$ cat src/verilog/nvc_pkg.sv
// Constants, register map and types for the nonvolatile access controller
package nvc_pkg;

  // Register offsets on the special function register space
  localparam logic [8:0] ADDR_DATA_LOW     = 9'h10c;
  localparam logic [8:0] ADDR_ADDRESS_LOW  = 9'h10d;
  localparam logic [8:0] ADDR_ADDRESS_HIGH = 9'h10f;
  localparam logic [8:0] ADDR_CONTROL      = 9'h11b;
  localparam logic [8:0] ADDR_UNLOCK       = 9'h11c;
  localparam logic [8:0] ADDR_DATA_HIGH    = 9'h18e;

  // Control register bit positions
  localparam int CTL_SPACE  = 7;
  localparam int CTL_TIME_H = 5;
  localparam int CTL_TIME_L = 4;
  localparam int CTL_FAULT  = 3;
  localparam int CTL_PERMIT = 2;
  localparam int CTL_WSTART = 1;
  localparam int CTL_RSTART = 0;

  // Memory geometry
  localparam int EE_DEPTH   = 128;
  localparam int EE_AW      = 7;
  localparam int EE_DW      = 8;
  localparam int PROG_AW    = 13;
  localparam int PROG_DW    = 16;
  localparam int ADDR_HI_W  = 5;

  // Unlock keys and reset values
  localparam logic [7:0] UNLOCK_KEY1  = 8'h55;
  localparam logic [7:0] UNLOCK_KEY2  = 8'haa;
  localparam logic [7:0] BYTE_ZERO    = 8'h00;
  localparam logic [7:0] ERASED_BYTE  = 8'hff;
  localparam logic [1:0] TIME_RESET   = 2'h0;

  // Write time limits in ns and clock period in ns; every limit divides into whole cycles
  localparam int CLK_NS       = 10;
  localparam int T_LIM0_NS    = 1250000;
  localparam int T_LIM1_NS    = 2500000;
  localparam int T_LIM2_NS    = 5000000;
  localparam int T_LIM3_NS    = 10000000;
  localparam int T_LIM0_CYC   = T_LIM0_NS / CLK_NS;
  localparam int T_LIM1_CYC   = T_LIM1_NS / CLK_NS;
  localparam int T_LIM2_CYC   = T_LIM2_NS / CLK_NS;
  localparam int T_LIM3_CYC   = T_LIM3_NS / CLK_NS;
  localparam int TIMER_W      = 20;

  // Access sequencer, Gray coded along idle, read wait, read latch, write
  typedef enum logic [1:0] {
    NVC_IDLE     = 2'b00,
    NVC_RD_WAIT  = 2'b01,
    NVC_RD_LATCH = 2'b11,
    NVC_WRITE    = 2'b10
  } nvc_state_t;

  // Unlock sequence progress
  typedef enum logic [1:0] {
    NVC_UL_NONE  = 2'b00,
    NVC_UL_FIRST = 2'b01,
    NVC_UL_ARMED = 2'b11
  } nvc_unlock_t;

endpackage

$ cat src/verilog/nvc_write_timer.sv
// Write duration limit counter with selectable maximum time
`timescale 1ns/1ps
`default_nettype none
module nvc_write_timer #(
  parameter int CW  = nvc_pkg::TIMER_W,
  parameter int LIM0 = nvc_pkg::T_LIM0_CYC,
  parameter int LIM1 = nvc_pkg::T_LIM1_CYC,
  parameter int LIM2 = nvc_pkg::T_LIM2_CYC,
  parameter int LIM3 = nvc_pkg::T_LIM3_CYC
) (
  input  wire logic       sys_clk,
  input  wire logic       rst_n,
  input  wire logic       clk_en,
  input  wire logic       run,
  input  wire logic [1:0] sel,
  output logic            expired
);

  logic [CW-1:0] count_q;
  logic [CW-1:0] limit;

  function automatic logic [CW-1:0] limit_of(input logic [1:0] s);
    unique case (s)
      2'h0: limit_of = CW'(LIM0);
      2'h1: limit_of = CW'(LIM1);
      2'h2: limit_of = CW'(LIM2);
      2'h3: limit_of = CW'(LIM3);
    endcase
  endfunction

  assign limit = limit_of(sel);

  // Counter restarts whenever the write is not running
  always_ff @(posedge sys_clk or negedge rst_n) begin
    if (!rst_n) begin
      count_q <= '0;
    end else if (clk_en) begin
      if (!run) begin
        count_q <= '0;
      end else if (!expired) begin
        count_q <= count_q + CW'(1);
      end
    end
  end

  assign expired = run && (count_q >= limit - CW'(1));

endmodule
`default_nettype wire

$ cat src/verilog/nvc_ee_array.sv
// Byte-wide data EEPROM storage held in flip-flops
`timescale 1ns/1ps
`default_nettype none
module nvc_ee_array #(
  parameter int AW = nvc_pkg::EE_AW,
  parameter int DW = nvc_pkg::EE_DW
) (
  input  wire logic          sys_clk,
  input  wire logic          clk_en,
  input  wire logic          erase,
  input  wire logic          prog,
  input  wire logic [AW-1:0] addr,
  input  wire logic [DW-1:0] wdata,
  output logic      [DW-1:0] rdata
);

  logic [DW-1:0] cell_q [2**AW];

  // Erase leaves the cell at the blank value before programming
  always_ff @(posedge sys_clk) begin
    if (clk_en) begin
      if (prog) begin
        cell_q[addr] <= wdata;
      end else if (erase) begin
        cell_q[addr] <= DW'(nvc_pkg::ERASED_BYTE);
      end
    end
  end

  assign rdata = cell_q[addr];

endmodule
`default_nettype wire

$ cat src/verilog/nvc_ctrl.sv
// Nonvolatile memory access controller behind the CPU special registers
`timescale 1ns/1ps
`default_nettype none

module nvc_ctrl #(
  parameter int LIM0 = nvc_pkg::T_LIM0_CYC,
  parameter int LIM1 = nvc_pkg::T_LIM1_CYC,
  parameter int LIM2 = nvc_pkg::T_LIM2_CYC,
  parameter int LIM3 = nvc_pkg::T_LIM3_CYC
) (
  input  wire logic                         sys_clk,
  input  wire logic                         rst_n,
  input  wire logic                         clk_en,
  input  wire logic                         lv_reset,
  input  wire logic                         wdt_reset,
  input  wire logic [8:0]                   sfr_addr,
  input  wire logic                         sfr_wr,
  input  wire logic                         sfr_rd,
  input  wire logic [7:0]                   sfr_wdata,
  output logic      [7:0]                   sfr_rdata,
  output logic      [nvc_pkg::PROG_AW-1:0]  prog_mem_addr,
  input  wire logic [nvc_pkg::PROG_DW-1:0]  prog_mem_data,
  input  wire logic                         verify_ok,
  output logic                              write_done_flag,
  input  wire logic                         write_done_clr,
  output logic                              cpu_stall,
  input  wire logic                         code_protect,
  output logic                              programmer_access_en
);

  nvc_pkg::nvc_state_t  state_q;
  nvc_pkg::nvc_unlock_t unlock_q;

  logic [7:0]                    data_low_q;
  logic [7:0]                    data_high_q;
  logic [7:0]                    addr_low_q;
  logic [nvc_pkg::ADDR_HI_W-1:0] addr_high_q;
  logic                          space_q;
  logic [1:0]                    time_q;
  logic                          fault_q;
  logic                          permit_q;
  logic                          done_q;

  logic                          soft_rst;
  logic                          wr_dlow;
  logic                          wr_alow;
  logic                          wr_ahigh;
  logic                          wr_ctl;
  logic                          wr_unlock;
  logic                          wr_dhigh;
  logic                          rd_go;
  logic                          wr_go;
  logic                          expired;
  logic                          wr_end;
  logic                          ee_erase;
  logic                          ee_prog;
  logic [nvc_pkg::EE_DW-1:0]     ee_rdata;
  logic [7:0]                    ctl_view;
  logic [7:0]                    rd_mux;

  function automatic logic hit(input logic [8:0] a, input logic [8:0] off);
    hit = (a == off);
  endfunction

  assign soft_rst  = lv_reset | wdt_reset;
  assign wr_dlow   = sfr_wr && hit(sfr_addr, nvc_pkg::ADDR_DATA_LOW);
  assign wr_alow   = sfr_wr && hit(sfr_addr, nvc_pkg::ADDR_ADDRESS_LOW);
  assign wr_ahigh  = sfr_wr && hit(sfr_addr, nvc_pkg::ADDR_ADDRESS_HIGH);
  assign wr_ctl    = sfr_wr && hit(sfr_addr, nvc_pkg::ADDR_CONTROL);
  assign wr_unlock = sfr_wr && hit(sfr_addr, nvc_pkg::ADDR_UNLOCK);
  assign wr_dhigh  = sfr_wr && hit(sfr_addr, nvc_pkg::ADDR_DATA_HIGH);

  assign rd_go = wr_ctl && sfr_wdata[nvc_pkg::CTL_RSTART]
                 && (state_q == nvc_pkg::NVC_IDLE);

  assign wr_go = wr_ctl && sfr_wdata[nvc_pkg::CTL_WSTART]
                 && (state_q == nvc_pkg::NVC_IDLE)
                 && (unlock_q == nvc_pkg::NVC_UL_ARMED)
                 && permit_q
                 && !sfr_wdata[nvc_pkg::CTL_SPACE]
                 && !rd_go;

  assign wr_end = (state_q == nvc_pkg::NVC_WRITE) && (verify_ok || expired);

  // erase at start, program at end
  assign ee_erase = wr_go;
  assign ee_prog  = wr_end && !soft_rst;

  // CPU path never gated, only the programmer
  assign programmer_access_en = !code_protect;

  assign cpu_stall = (state_q != nvc_pkg::NVC_IDLE);

  assign prog_mem_addr = {addr_high_q, addr_low_q};

  assign write_done_flag = done_q;

  nvc_write_timer #(
    .CW   (nvc_pkg::TIMER_W),
    .LIM0 (LIM0),
    .LIM1 (LIM1),
    .LIM2 (LIM2),
    .LIM3 (LIM3)
  ) u_timer (
    .sys_clk (sys_clk),
    .rst_n   (rst_n),
    .clk_en  (clk_en),
    .run     (state_q == nvc_pkg::NVC_WRITE),
    .sel     (time_q),
    .expired (expired)
  );

  nvc_ee_array #(
    .AW (nvc_pkg::EE_AW),
    .DW (nvc_pkg::EE_DW)
  ) u_array (
    .sys_clk (sys_clk),
    .clk_en  (clk_en),
    .erase   (ee_erase),
    .prog    (ee_prog),
    .addr    (addr_low_q[nvc_pkg::EE_AW-1:0]),
    .wdata   (data_low_q),
    .rdata   (ee_rdata)
  );

  // Access sequencer
  always_ff @(posedge sys_clk or negedge rst_n) begin
    if (!rst_n) begin
      state_q <= nvc_pkg::NVC_IDLE;
    end else if (clk_en) begin
      if (soft_rst) begin
        state_q <= nvc_pkg::NVC_IDLE;
      end else begin
        unique case (state_q)
          nvc_pkg::NVC_IDLE: begin
            if (rd_go) begin
              state_q <= nvc_pkg::NVC_RD_WAIT;
            end else if (wr_go) begin
              state_q <= nvc_pkg::NVC_WRITE;
            end
          end
          nvc_pkg::NVC_RD_WAIT: begin
            state_q <= nvc_pkg::NVC_RD_LATCH;
          end
          nvc_pkg::NVC_RD_LATCH: begin
            state_q <= nvc_pkg::NVC_IDLE;
          end
          nvc_pkg::NVC_WRITE: begin
            if (wr_end) begin
              state_q <= nvc_pkg::NVC_IDLE;
            end
          end
        endcase
      end
    end
  end

  // Unlock sequence tracker; any other register write breaks it
  always_ff @(posedge sys_clk or negedge rst_n) begin
    if (!rst_n) begin
      unlock_q <= nvc_pkg::NVC_UL_NONE;
    end else if (clk_en) begin
      if (soft_rst) begin
        unlock_q <= nvc_pkg::NVC_UL_NONE;
      end else if (wr_unlock) begin
        if (sfr_wdata == nvc_pkg::UNLOCK_KEY1) begin
          unlock_q <= nvc_pkg::NVC_UL_FIRST;
        end else if (sfr_wdata == nvc_pkg::UNLOCK_KEY2
                     && unlock_q == nvc_pkg::NVC_UL_FIRST) begin
          unlock_q <= nvc_pkg::NVC_UL_ARMED;
        end else begin
          unlock_q <= nvc_pkg::NVC_UL_NONE;
        end
      end else if (sfr_wr) begin
        unlock_q <= nvc_pkg::NVC_UL_NONE;
      end
    end
  end

  // Address registers
  always_ff @(posedge sys_clk or negedge rst_n) begin
    if (!rst_n) begin
      addr_low_q  <= nvc_pkg::BYTE_ZERO;
      addr_high_q <= '0;
    end else if (clk_en) begin
      if (soft_rst) begin
        addr_low_q  <= nvc_pkg::BYTE_ZERO;
        addr_high_q <= '0;
      end else begin
        if (wr_alow) begin
          addr_low_q <= sfr_wdata;
        end
        if (wr_ahigh) begin
          addr_high_q <= sfr_wdata[nvc_pkg::ADDR_HI_W-1:0];
        end
      end
    end
  end

  // Space select and time limit field
  always_ff @(posedge sys_clk or negedge rst_n) begin
    if (!rst_n) begin
      space_q <= 1'b0;
      time_q  <= nvc_pkg::TIME_RESET;
    end else if (clk_en) begin
      if (soft_rst) begin
        space_q <= 1'b0;
        time_q  <= nvc_pkg::TIME_RESET;
      end else if (wr_ctl) begin
        space_q <= sfr_wdata[nvc_pkg::CTL_SPACE];
        time_q  <= sfr_wdata[nvc_pkg::CTL_TIME_H:nvc_pkg::CTL_TIME_L];
      end
    end
  end

  // Permit survives watchdog and low-voltage resets on purpose
  always_ff @(posedge sys_clk or negedge rst_n) begin
    if (!rst_n) begin
      permit_q <= 1'b0;
    end else if (clk_en && !soft_rst && wr_ctl) begin
      permit_q <= sfr_wdata[nvc_pkg::CTL_PERMIT];
    end
  end

  // Fault flag; hardware set beats a software write
  always_ff @(posedge sys_clk or negedge rst_n) begin
    if (!rst_n) begin
      fault_q <= 1'b0;
    end else if (clk_en) begin
      if (soft_rst && state_q == nvc_pkg::NVC_WRITE) begin
        fault_q <= 1'b1;
      end else if (!soft_rst && wr_end && !verify_ok) begin
        fault_q <= 1'b1;
      end else if (!soft_rst && wr_ctl) begin
        fault_q <= sfr_wdata[nvc_pkg::CTL_FAULT];
      end
    end
  end

  // Write done flag; set wins over a same-cycle clear
  always_ff @(posedge sys_clk or negedge rst_n) begin
    if (!rst_n) begin
      done_q <= 1'b0;
    end else if (clk_en) begin
      if (wr_end && !soft_rst) begin
        done_q <= 1'b1;
      end else if (write_done_clr) begin
        done_q <= 1'b0;
      end
    end
  end

  // Data registers hold their value across soft resets
  always_ff @(posedge sys_clk or negedge rst_n) begin
    if (!rst_n) begin
      data_low_q  <= nvc_pkg::BYTE_ZERO;
      data_high_q <= nvc_pkg::BYTE_ZERO;
    end else if (clk_en) begin
      if (state_q == nvc_pkg::NVC_RD_LATCH) begin
        if (space_q) begin
          data_low_q  <= prog_mem_data[7:0];
          data_high_q <= prog_mem_data[15:8];
        end else begin
          data_low_q <= ee_rdata;
        end
      end else begin
        if (wr_dlow) begin
          data_low_q <= sfr_wdata;
        end
        if (wr_dhigh) begin
          data_high_q <= sfr_wdata;
        end
      end
    end
  end

  assign ctl_view = {space_q, 1'b0, time_q, fault_q, permit_q,
                     state_q == nvc_pkg::NVC_WRITE,
                     state_q == nvc_pkg::NVC_RD_WAIT
                     || state_q == nvc_pkg::NVC_RD_LATCH};

  always_comb begin
    rd_mux = nvc_pkg::BYTE_ZERO;
    unique case (sfr_addr)
      nvc_pkg::ADDR_DATA_LOW:     rd_mux = data_low_q;
      nvc_pkg::ADDR_ADDRESS_LOW:  rd_mux = addr_low_q;
      nvc_pkg::ADDR_ADDRESS_HIGH: rd_mux = {3'h0, addr_high_q};
      nvc_pkg::ADDR_CONTROL:      rd_mux = ctl_view;
      nvc_pkg::ADDR_DATA_HIGH:    rd_mux = data_high_q;
      nvc_pkg::ADDR_UNLOCK:       rd_mux = nvc_pkg::BYTE_ZERO;
      default:                    rd_mux = nvc_pkg::BYTE_ZERO;
    endcase
  end

  // Read data is registered, one cycle after the read strobe
  always_ff @(posedge sys_clk or negedge rst_n) begin
    if (!rst_n) begin
      sfr_rdata <= nvc_pkg::BYTE_ZERO;
    end else if (clk_en && sfr_rd) begin
      sfr_rdata <= rd_mux;
    end
  end

endmodule
`default_nettype wire

$ cat config.mk
export PLATFORM = sky130hd
export DESIGN_NAME = nvc_ctrl
export DESIGN_NICKNAME = d
export VERILOG_FILES = /design/src/verilog/nvc_pkg.sv /design/src/verilog/nvc_write_timer.sv /design/src/verilog/nvc_ee_array.sv /design/src/verilog/nvc_ctrl.sv
export SDC_FILE = /design/constraint.sdc
export NUM_CORES = 1
export LEC_CHECK = 0
export ABC_AREA = 1
export BUFFER_PORTS_ARGS = -buffer_cell sky130_fd_sc_hd__buf_2
export CAP_MARGIN = 5
export CORE_UTILIZATION = 25
export CTS_CLUSTER_DIAMETER = 40
export CTS_CLUSTER_SIZE = 20
export DETAILED_ROUTE_END_ITERATION = 7
export PLACE_DENSITY = 0.35
export SLEW_MARGIN = 20
export SYNTH_ARGS = -nofsm -noshare
export SYNTH_HDL_FRONTEND = slang
export SYNTH_SLANG_ARGS = --single-unit
$ cat constraint.sdc
create_clock -name sys_clk -period 6.3 [get_ports sys_clk]
set_clock_uncertainty 0.15 [all_clocks]
set_input_delay 1.26 -clock sys_clk [delete_from_list [all_inputs] [get_ports sys_clk]]
set_output_delay 1.26 -clock sys_clk [all_outputs]
set_load 0.02 [all_outputs]
==> summary.md, run 1 <==
| Metric | Value |
|---|---|
| Slowest CP cell | nor2_1 |
| Routed wire length | 161,000 um |
| Area growth syn-to-layout | 22.4% |
| Die footprint | 193,000 sq um |
| Post CTS Setup Buffer Count | 0 |
| Starting Density | 25.2% |
| Antenna violations before repair | 5 |
| GR Util All Layers | 16.6% |
| Power Density | 355 nW/um^2 |
| Data required, critical path | 6.58 ns |
| DRT antenna net count | 0 |
| Crit path kind | reg2reg |
| Share of cells above drive strength 1 | 12.9% |
| CTS Hold Buffers Added | 0 |
| Placed Area | 51,300 sq um |
| Vias per std cell | 4.32 |
| # IOs | 67 |
| CTS clk-pin slew, worst paths | 0.05 ns |
| Status | completed |
| CP arrival | roughly 4.9 ns |
| Tmin final | about 4.6 ns |
| Setup TNS | 0 ns |
| CTS tree | built |
| Post-synth EDFFs | 1,024 |
| Detailed-router iteration count before antenna repair | 5 |
| Seq cells post-synth | 1,091 |
| Worst r2r dst | u_array.cell_q[39][0]$_DFFE_PP_ |
| Max Freq | between 0.2 and 0.25 GHz |
| Synthesized area | 47,900 sq um |
| Most used cell, CP | a21oi_1 |
| Worst r2r src | time_q[1]$_DFFE_PN0P_ |
| Mapped Avg Cell Area | between 10 and 15 sq um |
| Mapped Cells | 4,585 |
| Yosys warning total | 0 |
| Die H | between 400 and 500 um |
| Slew Limit Headroom | 31.0% |
| Clock sinks | 1,091 |
| Vias in the first global route | roughly 33k |
| CP delay by family, top | simple AND/OR/NAND/NOR gates |
| Core ar. | 190,000 sq um |
| Largest net degree at the start of global routing | 164 |
| Root Driver | clkbuf_16 |
| Worst-case clock buffer depth | 3 |
| Crit path buf inv count | 2 |
| Port Buffer Count | 66 |
| Critical path, cell by cell | inv_1 -> ha_1 -> inv_1 -> a21oi_1 -> nor3_1 -> ha_1 -> nand2_1 -> nor2_1 -> nand4_1 -> a21oi_1 -> a21oi_1 -> nand3_1 -> nand4_1 -> nand2_1 -> nand2_2 -> nor2_1 |
| Cts repair resizes | 0 |
| Hold Path Class | in2async |
| Row cnt | 160 |
| Maxcap violations | 0 |
| RSZ-0062 raised after global routing | false |
| Worst path max stage delay | 0.75 ns |
| Die X | 440 um |
| GRT overflow | 0 |
| Leak | 0.0234 uW |
| Most numerous cell in the Yosys netlist | nand2_1 |
| Post-synth top cells | 1,041 x nand2_1, 1,024 x edfxtp_1, 699 x inv_1 |
| Final setup viols | 0 |
| Placer's final routability congestion estimate | 0.830 |
| Measured slew at the worst slew-check pin | 1.03 ns |
| Critical path capture point type | flip-flop |
| Setup slack, reg-to-reg | 1.69 ns |
| Detailed-route via count | 32.2k |
| Synth area leaders | edfxtp_1 64%, nand2_1 8.2%, inv_1 5.5%, nor2_1 4.8%, dfrtp_1 3.5% |
| Post-synth ARST share | 6.14% |
| Worst-Skew Late Latency | 0.82 ns |
| First-pass GRT wire length | around 230,000 um |
| Avg WL per Cell | between 20 and 25 um |
| CP Launch Point | time_q[1]$_DFFE_PN0P_ |
| FF-to-FF path depth | 16 |
| Count of pins over their slew limit | 0 |
| Distinct cell type count after synthesis | 40 |
| Top_reg_cell synth | edfxtp_1 |
| DP HPWL | 100,000 um |
| H-tree lvl count | 4 |
| CP Launch Type | flip-flop |
| Period utilization | 73.2% |
| Seq/Total Area, Yosys | 67.7% |
| Final Hold Fails | 0 |
| Drc violations | 0 |
| Area leader, netlist | edfxtp_1 |
| Synth top area share | 64.2% |
| DRT iter0 DRCs | 2,115 |
| VDD IR max | roughly 0.29 mV |
| Design area | 58,700 sq um |
| Crit-path max FO | 12 |
| TritonCTS buffer count | 207 |
| Synthesized Nets | around 4.7k |
| Final nets | 4,820 |
[placed cells by master, fill, tap and decap left out, types with 26 or more instances in the layout]
cell and n:
or2_2 95, dfrtp_1 66, clkinvlp_4 29, buf_2 66
o211ai_1 135, clkinv_1 36, clkinv_2 28, edfxtp_1 1024
nand3_1 318, o21ai_0 150, a21oi_1 48, buf_4 79
nand2_1 1032, ha_1 26, o21ai_1 50, clkbuf_16 210
inv_1 698, bufinv_16 32, nor2_1 606
[stage by stage]
step	worst slack, ns	util (%)	cells	hold slack, ns	power [uW]
2_1_floorplan	2.15	-	4585	0.299	8840
3_3_place_gp	1.50	27.0	7053	0.316	9490
3_5_place_dp	1.52	27.0	7053	0.319	9480
4_1_cts	1.61	30.8	7446	0.153	21100
5_1_grt	1.26	30.8	7447	0.191	21500
6_report	1.69	30.8	7448	0.208	20800
[area by class of cell]
class                           count  area, sq um
Clock inverter                    172         2020
Timing Repair Buffer              163         1280
Multi-Input combinational cell   2584        11800
Fill cell                       19700       132000
Tap cell                         2511         3140
Clock buffer                      221         5300
Sequential cell                  1091        32400
Antenna cell                        2         5.00
Inverter                          704         2650
[worst register-to-register path: cells and delay by family (launching register included)]
kind                       cells  cell delay [ns]
adders and majority gates      2             0.47
DFF                            1             0.44
AOI/OAI and AO/OA              3             0.39
and+or+nand+nor                9             2.47
buffers and inverters          2             0.32
[sequential cells by signal, indices dropped and copies added (netlist names)]
| name | cells |
|---|---|
| addr_high_q | 5 |
| addr_low_q | 8 |
| data_high_q | 8 |
| data_low_q | 8 |
| fault_q | 1 |
| permit_q | 1 |
| sfr_rdata | 8 |
| space_q | 1 |
| state_q | 2 |
| time_q | 2 |
| u_array.cell_q | 1024 |
| u_timer.count_q | 20 |
| unlock_q | 2 |
| write_done_flag | 1 |
[worst max path at each step]
| stage | endpoint | slack, ns | cells past startpoint |
|---|---|---|---|
| 2_1_floorplan | u_array.cell_q[0][0]$_DFFE_PP_ | 2.15 | 7 |
| 3_3_place_gp | u_array.cell_q[92][6]$_DFFE_PP_ | 1.50 | 13 |
| 3_5_place_dp | u_array.cell_q[92][6]$_DFFE_PP_ | 1.52 | 13 |
| 4_1_cts | u_array.cell_q[92][5]$_DFFE_PP_ | 1.61 | 18 |
| 5_1_grt | u_array.cell_q[116][3]$_DFFE_PP_ | 1.26 | 18 |
| 6_report | u_array.cell_q[39][0]$_DFFE_PP_ | 1.69 | 16 |
[power breakdown]
group | internal (uW) | switching [uW]
logic | 301 | 1020
clock network | 7450 | 4050
registers | 7960 | 23.6
[per-layer routing]
layer	vias to the layer above	share of wire [%]	routed length, um	global-route usage [%]
met5	-	0	0	0
met4	0	2.3	3720	4.80
met3	213	3.9	6260	2.63
met2	625	46	74400	26.6
met1	15800	48	76400	23.0
li1	15500	-	-	-
[cell families after synthesis]
family,share of synthesized area (%)
DFF,67.7
xor gates and xnor gates,0.0914
buffers and inverters,7.85
other,0.00783
adders and majority gates,0.679
and+or+nand+nor,18.3
AOI/OAI and AO/OA,5.37
(Power assumes the default switching activity.)
==> run 2: changes to the inputs <==
--- a/config.mk
+++ b/config.mk
@@ -12,7 +12,7 @@
 export CTS_CLUSTER_DIAMETER = 40
 export CTS_CLUSTER_SIZE = 20
 export DETAILED_ROUTE_END_ITERATION = 7
-export PLACE_DENSITY = 0.35
+export PLACE_DENSITY = 0.36
 export SLEW_MARGIN = 20
 export SYNTH_ARGS = -nofsm -noshare
 export SYNTH_HDL_FRONTEND = slang
==> constraint.sdc (replaced) <==
create_clock -name sys_clk -period 4 [get_ports sys_clk]
set_clock_uncertainty 0.15 [all_clocks]
set_input_delay 0.8 -clock sys_clk [delete_from_list [all_inputs] [get_ports sys_clk]]
set_output_delay 0.8 -clock sys_clk [all_outputs]
set_load 0.02 [all_outputs]
==> run 2 against run 1 <==
Net effect:
- sequential cell count is the same
- worst hold slack lost 0.053 ns
- final cell count grew 2.0%
- critical path depth grew 3
- wire length is essentially flat
- via count grew 1.6%
- first-iteration DRC count grew 9.9%
- total power grew 54%
- sequential power grew 58%
- combinational power grew 66%
- sequential share of layout area shrank 1.2 points
- design area grew 2.3%
- critical endpoint is now u_array.cell_q[82][2]$_DFFE_PP_
- highest routed layer unchanged
==> summary.md, run 2 (synthesized netlist as in run 1, its figures left out) <==
| Metric | Value |
|---|---|
| Worst r2r dst | u_array.cell_q[82][2]$_DFFE_PP_ |
| Hold Path Depth | 3 |
| Worst-Skew Late Latency | 0.80 ns (-0.02 ns) |
| Worst path max stage delay | 0.45 ns (-0.30 ns) |
| DP HPWL | 103,000 um (+3.0%) |
| Tmin final | 3.74 ns (-0.871 ns) |
| Area growth syn-to-layout | 25.2% |
| DRT antenna net count | 0 (unchanged) |
| GRT overflow | 0 (unchanged) |
| Share of cells above drive strength 1 | 15.9% (+2.9 points) |
| Critical path, cell by cell | inv_1 -> ha_1 -> inv_1 -> nor3_1 -> ha_1 -> nand2_1 -> nor2_1 -> nand4_1 -> a21oi_1 -> a21oi_1 -> nand3_1 -> nand4_1 -> nand2_1 -> buf_12 -> buf_12 -> buf_4 -> nand3_2 -> nor2_1 -> buf_4 |
| Root Driver | clkbuf_16 |
| Placer's final routability congestion estimate | 0.795 (-4.2%) |
| Most frequent cells in the layout | 1,032 x nand2_1, 1,024 x edfxtp_1, 699 x inv_1 |
| Max Freq | 0.267 GHz (+23%) |
| Slew Limit Headroom | 39.7% (+8.8 points) |
| Setup TNS | 0 ns (unchanged) |
| Largest Register | u_array.cell_q |
| Port Buffer Count | 66 (unchanged) |
| Worst hold path endpoint | data_high_q[0]$_DFFE_PN0P_ |
| Register area | 32,400 sq um (unchanged) |
| Status | completed |
| Multi-input logic area | 11,900 sq um (+0.20%) |
| CP arrival | 4.08 ns (-0.82 ns) |
| GR Util All Layers | 16.6% (+0.023 points) |
| Worst r2r src | time_q[0]$_DFFE_PN0P_ |
| Leak | 0.0243 uW (+3.9%) |
| Crit-path max FO | 10 (-2) |
| Design area | 60,000 sq um (+2.3%) |
| H-tree lvl count | 4 (unchanged) |
| Die footprint | 193,000 sq um (unchanged) |
| Die H | 440 um (unchanged) |
| VDD IR max | 0.393 mV (+37%) |
| RSZ-0062 raised after global routing | false |
| Fill cell count | 19.7k (-0.17%) |
| First-pass GRT wire length | 233,000 um (about the same) |
| Largest net degree at the start of global routing | 105 (-36%) |
| Routed wire length | 161,000 um (about the same) |
| Final nets | 4,982 (+3.4%) |
| Clock sinks | 1,091 (unchanged) |
| Detailed-router iteration count before antenna repair | 5 (unchanged) |
| Placed Area | 53,100 sq um (+3.4%) |
| Vias per std cell | 4.30 (-0.41%) |
| Row cnt | 160 (unchanged) |
| CTS tree | built |
| Hold Path Class | in2reg |
| FF-to-FF path depth | 19 (+3) |
| Antenna violations before repair | 4 (-1) |
| Regs by FF count | u_array.cell_q (1024), u_timer.count_q (20) |
| Setup slack, reg-to-reg | 0.26 ns (-1.43 ns) |
| Worst-case clock buffer depth | 3 (unchanged) |
| Vias in the first global route | 33.2k (+1.0%) |
| Origin of the worst min-delay path | prog_mem_data[8] |
| DRT iter0 DRCs | 2,325 (+9.9%) |
| CTS clk-pin slew, worst paths | 0.05 ns (about the same) |
| Maxcap violations | 0 (unchanged) |
| Starting Density | 25.2% (unchanged) |
| Count of pins over their slew limit | 0 (unchanged) |
| Final Hold Fails | 0 (unchanged) |
| Die X | 440 um (unchanged) |
| Drc violations | 0 (unchanged) |
| Period utilization | 93.5% (+20 points) |
| CP Launch Point | time_q[0]$_DFFE_PN0P_ |
| CP Launch Type | flip-flop |
| Critical path capture point type | flip-flop |
| Final setup viols | 0 (unchanged) |
| Power Density | 532 nW/um^2 (+50%) |
| Measured slew at the worst slew-check pin | 0.904 ns (-0.124 ns) |
| Core ar. | 190,000 sq um (unchanged) |
| Data required, critical path | 4.34 ns (-2.24 ns) |
| Slowest CP cell | dfrtp_1 |
| Hold Worst Slack | 0.155 ns (-0.0529 ns) |
| # IOs | 67 (unchanged) |
| Power Total | 31,900 uW (+54%) |
| TritonCTS buffer count | 196 (-5.3%) |
| Most common cell after layout, fill and taps aside | nand2_1 |
| Avg WL per Cell | 21.2 um (-1.9%) |
| Detailed-route via count | 32.7k (+1.6%) |
| Max FFs per register | 1,024 (unchanged) |
| Crit path kind | reg2reg |
## run 2: cell type report
type	count	share of cell area, %
multi-input combinational	2584	19.8
clock inverter	146	2.78
inverter	704	4.42
timing repair buffer	336	5.12
clock buffer	222	8.60
tap	2511	5.24
sequential	1091	54.1
antenna	3	0.0125
## run 2: worst max-delay path, delay by kind of cell (launching register included)
kind	cells	cell delay, ns
AND/OR/NAND/NOR	9	1.23
buffers and inverters	6	0.87
adder cells (fa/ha/maj)	2	0.49
flip-flops	1	0.45
AO/OA/AOI/OAI	2	0.24
## run 2: per-stage QoR
step / std cells / worst slack, ns / util [%]
floorplan: 4585 / 0.311 / -
global placement: 7225 / 0.0290 / 27.9
detailed placement: 7225 / 0.116 / 27.9
CTS: 7594 / 0.113 / 31.5
global route: 7595 / 0.00875 / 31.5
finish: 7597 / 0.258 / 31.5
## run 2: repair_timing
action                                  in CTS  in global routing
resized for setup                            0                 13
endpoints found under the setup margin       0                 85
endpoints found under the hold margin       28                  0
hold buffers                                 1                  0
setup buffers                                0                  0
## run 2: routing by layer
metal	vias to the layer above	global-route usage, %	wire, um
met1	16000	23.4	77400
met3	208	2.54	6140
li1	15800	-	-
met4	0	4.15	3160
met2	632	26.6	74100
met5	-	0	0
## run 2: power breakdown
part           switching, uW  internal (uW)  leakage, uW
Sequential              34.0          12500       0.0102
Combinational           1610            573       0.0108
Clock                   6020          11200      0.00333
## run 2: how the worst max path moves through the flow
stage | slack (ns) | to | depth (start not counted)
after CTS | 0.11 | u_array.cell_q[92][4]$_DFFE_PP_ | 17
after floorplan | 0.31 | u_array.cell_q[0][0]$_DFFE_PP_ | 7
after global placement | 0.03 | u_array.cell_q[92][6]$_DFFE_PP_ | 17
after global routing | 0.009 | u_array.cell_q[68][0]$_DFFE_PP_ | 17
final | 0.26 | u_array.cell_q[82][2]$_DFFE_PP_ | 19
after detailed placement | 0.12 | u_array.cell_q[92][6]$_DFFE_PP_ | 17
